`src/verilog/acr_map.svh`:
```
`ifndef ACR_MAP_SVH
`define ACR_MAP_SVH

// Register addresses
`define ACR_ADDR_INACT  8'h29
`define ACR_ADDR_TEMP   8'h51
`define ACR_ADDR_CTRL7  8'h5c
`define ACR_ADDR_CLEAR  8'h33
`define ACR_ADDR_XMSB   8'h01
`define ACR_ADDR_YMSB   8'h03
`define ACR_ADDR_ZMSB   8'h05
`define ACR_ADDR_ZLSB   8'h06
`define ACR_ADDR_AFTER  8'h07

// Field positions and values
`define ACR_CTRL7_AINC  5
`define ACR_RST_INACT   8'h00
`define ACR_RST_CTRL7   8'h00
`define ACR_CLEAR_VALUE 8'h00
`define ACR_MEAS_BOTH   2'h3

// Event vector positions, same as the interrupt enable layout
`define ACR_EV_ASLP     7
`define ACR_EV_DRDY     0
`define ACR_RESTART_MSK 8'h7e
`define ACR_WAKE_MSK    8'h3e
`define ACR_SLEEP_MSK   8'hbe

// Rate codes and inactivity step timing
`define ACR_RATE_SLOW   3'h7
`define ACR_CLK_KHZ     250000
`define ACR_STEP_FAST_MS 320
`define ACR_STEP_SLOW_MS 640
`define ACR_STEP_FAST_CYC (`ACR_STEP_FAST_MS * `ACR_CLK_KHZ)
`define ACR_STEP_SLOW_CYC (`ACR_STEP_SLOW_MS * `ACR_CLK_KHZ)

`endif

```
`src/verilog/acr_pkg.sv`:
```
package acr_pkg;

   typedef enum logic {
      ACR_ACTIVE = 1'b0,
      ACR_SLEEP  = 1'b1
   } acr_mode_e;

   typedef struct packed {
      acr_mode_e  mode;
      logic [7:0] inact;
      logic [7:0] ctrl7;
      logic [7:0] temp;
      logic [7:0] rdata;
      logic [7:0] nptr;
      logic       ready_clr;
      logic       aslp_evt;
      logic       fgerr;
      logic       drdy_off;
      logic       half;
      logic       conv;
   } acr_ctl_s;

   typedef struct packed {
      logic [31:0] div;
      logic [7:0]  count;
   } acr_tmr_s;

endpackage

```
`src/verilog/acr_tmr_if.sv`:
```
`timescale 1ns/1ps
interface acr_tmr_if;
   logic       restart;
   logic       run;
   logic       slow;
   logic [7:0] count;

   modport ctl (output restart, output run, output slow, input count);
   modport tmr (input restart, input run, input slow, output count);
endinterface
```
`src/verilog/acr_readout_ctrl.sv`:
```
`timescale 1ns/1ps
`include "acr_map.svh"
module acr_readout_ctrl #(
   parameter int STEP_FAST_CYC = `ACR_STEP_FAST_CYC,
   parameter int STEP_SLOW_CYC = `ACR_STEP_SLOW_CYC
) (
   // Clock and reset
   input  wire logic       clk_in,
   input  wire logic       reset_in,
   // Register port
   input  wire logic [7:0] reg_addr_in,
   input  wire logic       reg_rd_in,
   input  wire logic       reg_wr_in,
   input  wire logic [7:0] reg_wdata_in,
   output logic      [7:0] reg_rdata_out,
   output logic      [7:0] next_addr_out,
   output logic            ready_clear_out,
   // Configuration bits
   input  wire logic       sleep_enable_in,
   input  wire logic       fast_read_in,
   input  wire logic [2:0] active_rate_setting_in,
   input  wire logic [2:0] sleep_rate_in,
   input  wire logic       fifo_gate_in,
   input  wire logic [1:0] measurement_select_in,
   // Event sources and enables
   input  wire logic [7:0] event_in,
   input  wire logic [7:0] event_enable_in,
   input  wire logic [7:0] wake_enable_in,
   // Acquisition side
   input  wire logic       fifo_empty_in,
   input  wire logic       sample_tick_in,
   input  wire logic [7:0] temp_sample_in,
   // Status outputs
   output logic            sleeping_out,
   output logic      [2:0] output_sample_rate_out,
   output logic            sleep_wake_event_out,
   output logic            fifo_gate_error_out,
   output logic            fifo_accept_out,
   output logic      [7:0] flag_enable_out,
   output logic            conv_tick_out,
   output logic            temp_enabled_out,
   output logic      [7:0] temperature_value_out
);
   if (STEP_FAST_CYC < 1 || STEP_SLOW_CYC < 1) begin : g_chk
      $error("step period must be at least one cycle");
   end

   acr_pkg::acr_ctl_s s;
   acr_pkg::acr_ctl_s next_s;
   acr_tmr_if         tmr_bus ();

   logic restart_any;
   logic wake_any;
   logic temp_en;
   logic go_sleep;

   ////////////////////////////////////////////////////////////////////////////
   // Address pointer for bursts

   function automatic logic [7:0] next_addr(
      input logic [7:0] addr,
      input logic       fast,
      input logic       ainc
   );
      logic [7:0] r;
      r = addr + 8'h01;
      if (fast && (addr == `ACR_ADDR_XMSB || addr == `ACR_ADDR_YMSB)) begin
         r = addr + 8'h02;
      end else if (fast && addr == `ACR_ADDR_ZMSB) begin
         r = `ACR_ADDR_AFTER;
      end else if (!fast && ainc && addr == `ACR_ADDR_ZLSB) begin
         r = `ACR_ADDR_CLEAR;
      end
      return r;
   endfunction

   function automatic logic [7:0] read_mux(
      input logic [7:0]        addr,
      input acr_pkg::acr_ctl_s st
   );
      logic [7:0] r;
      r = 8'h00;
      if (addr == `ACR_ADDR_INACT) begin
         r = st.inact;
      end else if (addr == `ACR_ADDR_CTRL7) begin
         r = st.ctrl7;
      end else if (addr == `ACR_ADDR_TEMP) begin
         r = st.temp;
      end else if (addr == `ACR_ADDR_CLEAR) begin
         r = `ACR_CLEAR_VALUE;
      end
      return r;
   endfunction

   ////////////////////////////////////////////////////////////////////////////
   // Event qualification

   // A source must be enabled before it may restart the timer or wake
   assign restart_any = |(event_in & event_enable_in & `ACR_RESTART_MSK);
   assign wake_any    = |(event_in & event_enable_in & wake_enable_in
                          & `ACR_WAKE_MSK);
   // Reserved select codes behave as axes only
   assign temp_en     = (measurement_select_in == `ACR_MEAS_BOTH);

   // The sleep/wake event bit is no input here, so it can never hold a change
   assign go_sleep = (s.mode == acr_pkg::ACR_ACTIVE) && sleep_enable_in
                     && !restart_any && (tmr_bus.count >= s.inact);

   assign tmr_bus.restart = restart_any;
   assign tmr_bus.run     = sleep_enable_in && (s.mode == acr_pkg::ACR_ACTIVE);
   assign tmr_bus.slow    = (active_rate_setting_in == `ACR_RATE_SLOW);

   acr_step_timer #(
      .FAST_CYC (STEP_FAST_CYC),
      .SLOW_CYC (STEP_SLOW_CYC)
   ) u_timer (
      .clk_in   (clk_in),
      .reset_in (reset_in),
      .tmr      (tmr_bus.tmr)
   );

   ////////////////////////////////////////////////////////////////////////////
   // Next state

   always_comb begin
      next_s           = s;
      next_s.ready_clr = 1'b0;
      next_s.aslp_evt  = 1'b0;
      next_s.conv      = 1'b0;

      if (reg_wr_in) begin
         if (reg_addr_in == `ACR_ADDR_INACT) begin
            next_s.inact = reg_wdata_in;
         end else if (reg_addr_in == `ACR_ADDR_CTRL7) begin
            next_s.ctrl7 = reg_wdata_in;
         end
      end

      if (reg_rd_in) begin
         next_s.rdata     = read_mux(reg_addr_in, s);
         next_s.nptr      = next_addr(reg_addr_in, fast_read_in,
                                      s.ctrl7[`ACR_CTRL7_AINC]);
         next_s.ready_clr = (reg_addr_in == `ACR_ADDR_CLEAR);
      end

      // Every other tick is a temperature slot, halving the rate
      if (sample_tick_in) begin
         next_s.half = temp_en ? !s.half : 1'b0;
         next_s.conv = !temp_en || s.half;
         if (temp_en && s.half) begin
            next_s.temp = temp_sample_in;
         end
      end

      // Clear first so a new gate error in the same cycle wins
      if (s.fgerr && fifo_empty_in) begin
         next_s.fgerr = 1'b0;
      end
      if (!event_enable_in[`ACR_EV_DRDY]) begin
         next_s.drdy_off = 1'b0;
      end

      if (go_sleep) begin
         next_s.mode     = acr_pkg::ACR_SLEEP;
         next_s.aslp_evt = event_enable_in[`ACR_EV_ASLP];
         next_s.drdy_off = event_enable_in[`ACR_EV_DRDY];
         if (fifo_gate_in) begin
            next_s.fgerr = 1'b1;
         end
      end else if (s.mode == acr_pkg::ACR_SLEEP && (wake_any || !sleep_enable_in)) begin
         next_s.mode     = acr_pkg::ACR_ACTIVE;
         next_s.aslp_evt = event_enable_in[`ACR_EV_ASLP];
      end
   end

   always_ff @(posedge clk_in or posedge reset_in) begin
      if (reset_in) begin
         s       <= '0;
         s.inact <= `ACR_RST_INACT;
         s.ctrl7 <= `ACR_RST_CTRL7;
      end else begin
         s <= next_s;
      end
   end

   ////////////////////////////////////////////////////////////////////////////
   // Outputs

   assign reg_rdata_out          = s.rdata;
   assign next_addr_out          = s.nptr;
   assign ready_clear_out        = s.ready_clr;
   assign sleeping_out           = (s.mode == acr_pkg::ACR_SLEEP);
   assign output_sample_rate_out = sleeping_out ? sleep_rate_in
                                                : active_rate_setting_in;
   assign sleep_wake_event_out   = s.aslp_evt;
   assign fifo_gate_error_out    = s.fgerr;
   // Buffer holds its contents until the host drains it
   assign fifo_accept_out        = !s.fgerr;
   // Ready flag is not restored by wake; host must re-arm it
   assign flag_enable_out        = event_enable_in
                                   & (sleeping_out ? `ACR_SLEEP_MSK : 8'hff)
                                   & ~{7'h00, s.drdy_off};
   assign conv_tick_out          = s.conv;
   assign temp_enabled_out       = temp_en;
   assign temperature_value_out  = s.temp;
endmodule

```
`src/verilog/acr_step_timer.sv`:
```
`timescale 1ns/1ps
module acr_step_timer #(
   parameter int FAST_CYC = 1,
   parameter int SLOW_CYC = 1
) (
   input wire logic clk_in,
   input wire logic reset_in,
   acr_tmr_if.tmr   tmr
);
   if (FAST_CYC < 1 || SLOW_CYC < 1) begin : g_chk
      $error("step period must be at least one cycle");
   end

   localparam logic [31:0] FAST_LAST = 32'(FAST_CYC - 1);
   localparam logic [31:0] SLOW_LAST = 32'(SLOW_CYC - 1);

   acr_pkg::acr_tmr_s s;
   acr_pkg::acr_tmr_s next_s;

   // Count saturates so a long quiet spell never wraps back under the limit
   always_comb begin
      next_s = s;
      if (tmr.restart || !tmr.run) begin
         next_s = '0;
      end else if (s.div == (tmr.slow ? SLOW_LAST : FAST_LAST)) begin
         next_s.div = 32'h0000_0000;
         if (s.count != 8'hff) begin
            next_s.count = s.count + 8'h01;
         end
      end else begin
         next_s.div = s.div + 32'h0000_0001;
      end
   end

   always_ff @(posedge clk_in or posedge reset_in) begin
      if (reset_in) begin
         s <= '0;
      end else begin
         s <= next_s;
      end
   end

   assign tmr.count = s.count;
endmodule

```
`config.mk`:
```
export PLATFORM = sky130hd
export DESIGN_NAME = acr_readout_ctrl
export DESIGN_NICKNAME = d
export VERILOG_FILES = /design/src/verilog/acr_pkg.sv /design/src/verilog/acr_tmr_if.sv /design/src/verilog/acr_readout_ctrl.sv /design/src/verilog/acr_step_timer.sv
export VERILOG_INCLUDE_DIRS = /design/src /design/src/verilog
export SDC_FILE = /design/constraint.sdc
export NUM_CORES = 1
export LEC_CHECK = 0
export BUFFER_PORTS_ARGS = -buffer_cell sky130_fd_sc_hd__buf_2
export CAP_MARGIN = 20
export CORE_MARGIN = 2
export CORE_UTILIZATION = 45
export DETAILED_ROUTE_END_ITERATION = 10
export HOLD_SLACK_MARGIN = 0.06
export PLACE_DENSITY = 0.66
export SYNTH_ARGS = -nofsm -noshare
export SYNTH_HDL_FRONTEND = slang
export SYNTH_SLANG_ARGS = --single-unit
```
`constraint.sdc`:
```
create_clock -name clk_in -period 2.9 [get_ports clk_in]
set_input_delay 0.145 -clock clk_in [delete_from_list [all_inputs] [get_ports clk_in]]
set_output_delay 0.145 -clock clk_in [all_outputs]
set_load 0.05 [all_outputs]
```
==> metrics <==
CTS tree built; grt met3 use 4.01%; Placer Congestion 0.792; post-synth top area cell dfrtp_1; Vias 3857; PD cells 473 mW/mm^2; Fmax achieved 0.412 GHz; Critical path buffers and inverters 2; critical path capture point type register; # fillers 906; fin crit share 83.8%; Max Cap Violations 0; width of the die 107 um; post-route setup TNS 0 ns; run status finished, final reports clean; clock-pin slew on the worst setup and hold paths 0.08 ns; RSZ-0062 raised after global routing false; worst-path cell chain inv_1 -> ha_1 -> nand2b_1 -> a21o_1 -> a211oi_1 -> o31a_1 -> o22ai_1 -> dlygate4sd3_1; GRT busiest layer met2; die span in y 107 um; Core ar. 0.0103 sq mm; Layout Utilization 54.4%; clk sink count 87; worst path required time 3.14 ns; global-route congestion overflow total 0; Root Buffer Master clkbuf_8; Worst slew margin 41.6%; distinct cell type count after synthesis 54; Max VDD drop 0.000289 V; vias in the first global route 3885; fin nets 656; Post-Layout Cell Count 715; worst setup margin 0.471 ns; CTS H-tree depth 3; pre-CTS setup slack 0.743 ns; Post-synth ARST share 100%; top_reg_cell synth dfrtp_1; synth warn 0; top-count cell post-synth dfrtp_1; Crit Path Category reg2reg; Final Max Tran Viols 0; Final Critical Period 2.43 ns; Cell Area, Placed 0.00521 sq mm; clock skew 0.0108 ns; all-layer global routing usage 20.0%; initial DRC count 230; first-pass GRT wire length 18.2 mm; row cnt 37; Top Family by Delay on Critical Path compound AO/OA/AOI/OAI gates; setup violators final 0; post-synth top area share 45.4%; antenna violations before repair 0; CP Launch Type register; DRC 0; share of cells above drive strength 1 27.1%; # IOs 107; wire length per cell 14.9 um; Die ar. 0.0115 sq mm; Netlist Area Pre-Place 0.00480 sq mm; vias per cell 5.39; post-route cell area 0.00561 sq mm; syn_area_per_cell 9.91 sq um; clk buf depth 2; Clock Latency Late Sink 0.36 ns; largest net degree at the start of global routing 72; Commonest cells post-synth dfrtp_1, nor2_1, a21oi_1; critical path fanouts, max 5; CTS Buf Count 9; Worst Tran Pin Value 0.868 ns; met2 Resource Use GR 33.0%; CP max stage delay 0.56 ns; Post-synth EDFFs 0; Worst Hold Class in2reg; cells after synthesis 484; Routed WL 10.7 mm; PortBufs 101; CP max stage cell dlygate4sd3_1; initial core utilization 46.5%; Crit path arrival time 2.67 ns; sequential area share after synthesis 45.4%; drt pass-1 iters 5; Syn-to-layout area delta 17.1%; Lkg Pwr 0.00255 uW; area of the multi-input gates 0.00225 sq mm; Post-Syn Nets 564; synth top area cells dfrtp_1, mux2_2, buf_4; total placed cells including tap cells 677; final hold violation count 0; Ant. Diodes 0; Final ANT Viol Nets 0; Synth Register Bits 87; GR met1 Demand/Resource 26.5%; Post-DP HPWL 7.55 mm; sequential cell area 0.00218 sq mm
-- cell type report --
cell class,count,area share (%)
Inverter,20,1.36
Clock buffer,13,2.83
Tap cell,136,3.03
Multi-Input combinational cell,330,40.0
Sequential cell,87,38.8
Clock inverter,1,0.0891
Timing Repair Buffer,128,13.9
-- metal layers --
layer	share of wire (%)	vias to the layer above	routed length (um)
li1	-	1882	-
met4	0.98	0	104
met2	47	98	5030
met1	47	1868	4970
met5	0	-	0
met3	5.3	9	564
-- logic make-up after synthesis --
kind of cell,count (synthesis),synth area share (%)
compound gates,77,10.9
xor+xnor,27,4.93
fa+ha+maj,15,3.91
buf+inv,67,7.77
flops,87,45.4
mux,28,6.57
simple gates,183,20.5
-- layout by cell type (no fill, tap or decap), drive strengths merged, types with 2 or more instances in the layout --
| master | synthesis | routed |
|---|---|---|
| a222oi | 9 | 9 |
| a21oi | 31 | 31 |
| clkbuf | 10 | 13 |
| mux2 | 28 | 28 |
| ha | 15 | 15 |
| dlygate4sd3 | 0 | 24 |
| and4b | 3 | 3 |
| xnor2 | 11 | 11 |
| o21ai | 15 | 15 |
| nand3 | 28 | 28 |
| o2111ai | 2 | 2 |
| nor3 | 6 | 6 |
| nor2 | 57 | 57 |
| and2 | 3 | 3 |
| nor2b | 5 | 5 |
| xor2 | 16 | 16 |
| nand2 | 27 | 27 |
| nor3b | 2 | 2 |
| nor4 | 5 | 5 |
| nand4b | 2 | 2 |
| buf | 37 | 104 |
| inv | 20 | 19 |
| or3 | 10 | 10 |
| nand4 | 17 | 17 |
| clkinv | 0 | 2 |
| or4 | 2 | 2 |
| and3 | 7 | 7 |
| o31ai | 2 | 2 |
| dfrtp | 87 | 87 |
| and4 | 6 | 6 |
| a21o | 4 | 4 |
| o22ai | 2 | 2 |
| a211oi | 3 | 3 |
| a31oi | 2 | 2 |
-- flip-flops by register name, indices dropped and copies added, names as in the netlist --
name	flops
conv_tick_out	1
ready_clear_out	1
sleep_wake_event_out	1
reg_rdata_out	8
fifo_gate_error_out	1
u_timer.s	32
sleeping_out	1
next_addr_out	8
temperature_value_out	8
u_timer.tmr.count	8
s	18
-- worst register-to-register path: stages, from the launching register on --
cell and delay, ns:
dfrtp_1 0.42, inv_1 0.09, ha_1 0.26, nand2b_1 0.14, a21o_1 0.17, a211oi_1 0.24
o31a_1 0.32, o22ai_1 0.12, dlygate4sd3_1 0.56
-- timing repair --
item / 4_1_cts / 5_1_grt
hold endpoints to repair: 46 / 0
hold buffers: 24 / 0
resized for setup: 0 / 0
endpoints found under the setup margin: 0 / 0
setup buffers: 0 / 0
-- worst paths after layout --
kind,startpoint,to,slack (ns),cells past startpoint
max,u_timer.tmr.count[0],fifo_gate_error_out,0.47,8
min in group asynchronous,reset_in,reg_rdata_out[6],0.29,3
max in group asynchronous,reset_in,s[32],1.91,4
min reg2reg,s[2],s[2],0.49,2
min,reg_addr_in[0],next_addr_out[0],0.09,3
max reg2reg,u_timer.tmr.count[0],fifo_gate_error_out,0.47,8
-- report_power, final --
part,total (uW),internal (uW),switching (uW)
Clock,756,349,407
Combinational,562,170,392
Sequential,1340,1280,55.6
Total,2650,1800,855
-- through the flow --
step | power (uW) | hold slack (ns)
finish | 2650 | 0.0862
global placement | 1890 | 0.113
detailed placement | 1900 | 0.124
global route | 2780 | 0.0911
CTS | 2690 | 0.0701
floorplan | 1810 | 0.216
No activity file was read; power rests on OpenSTA's default activity.
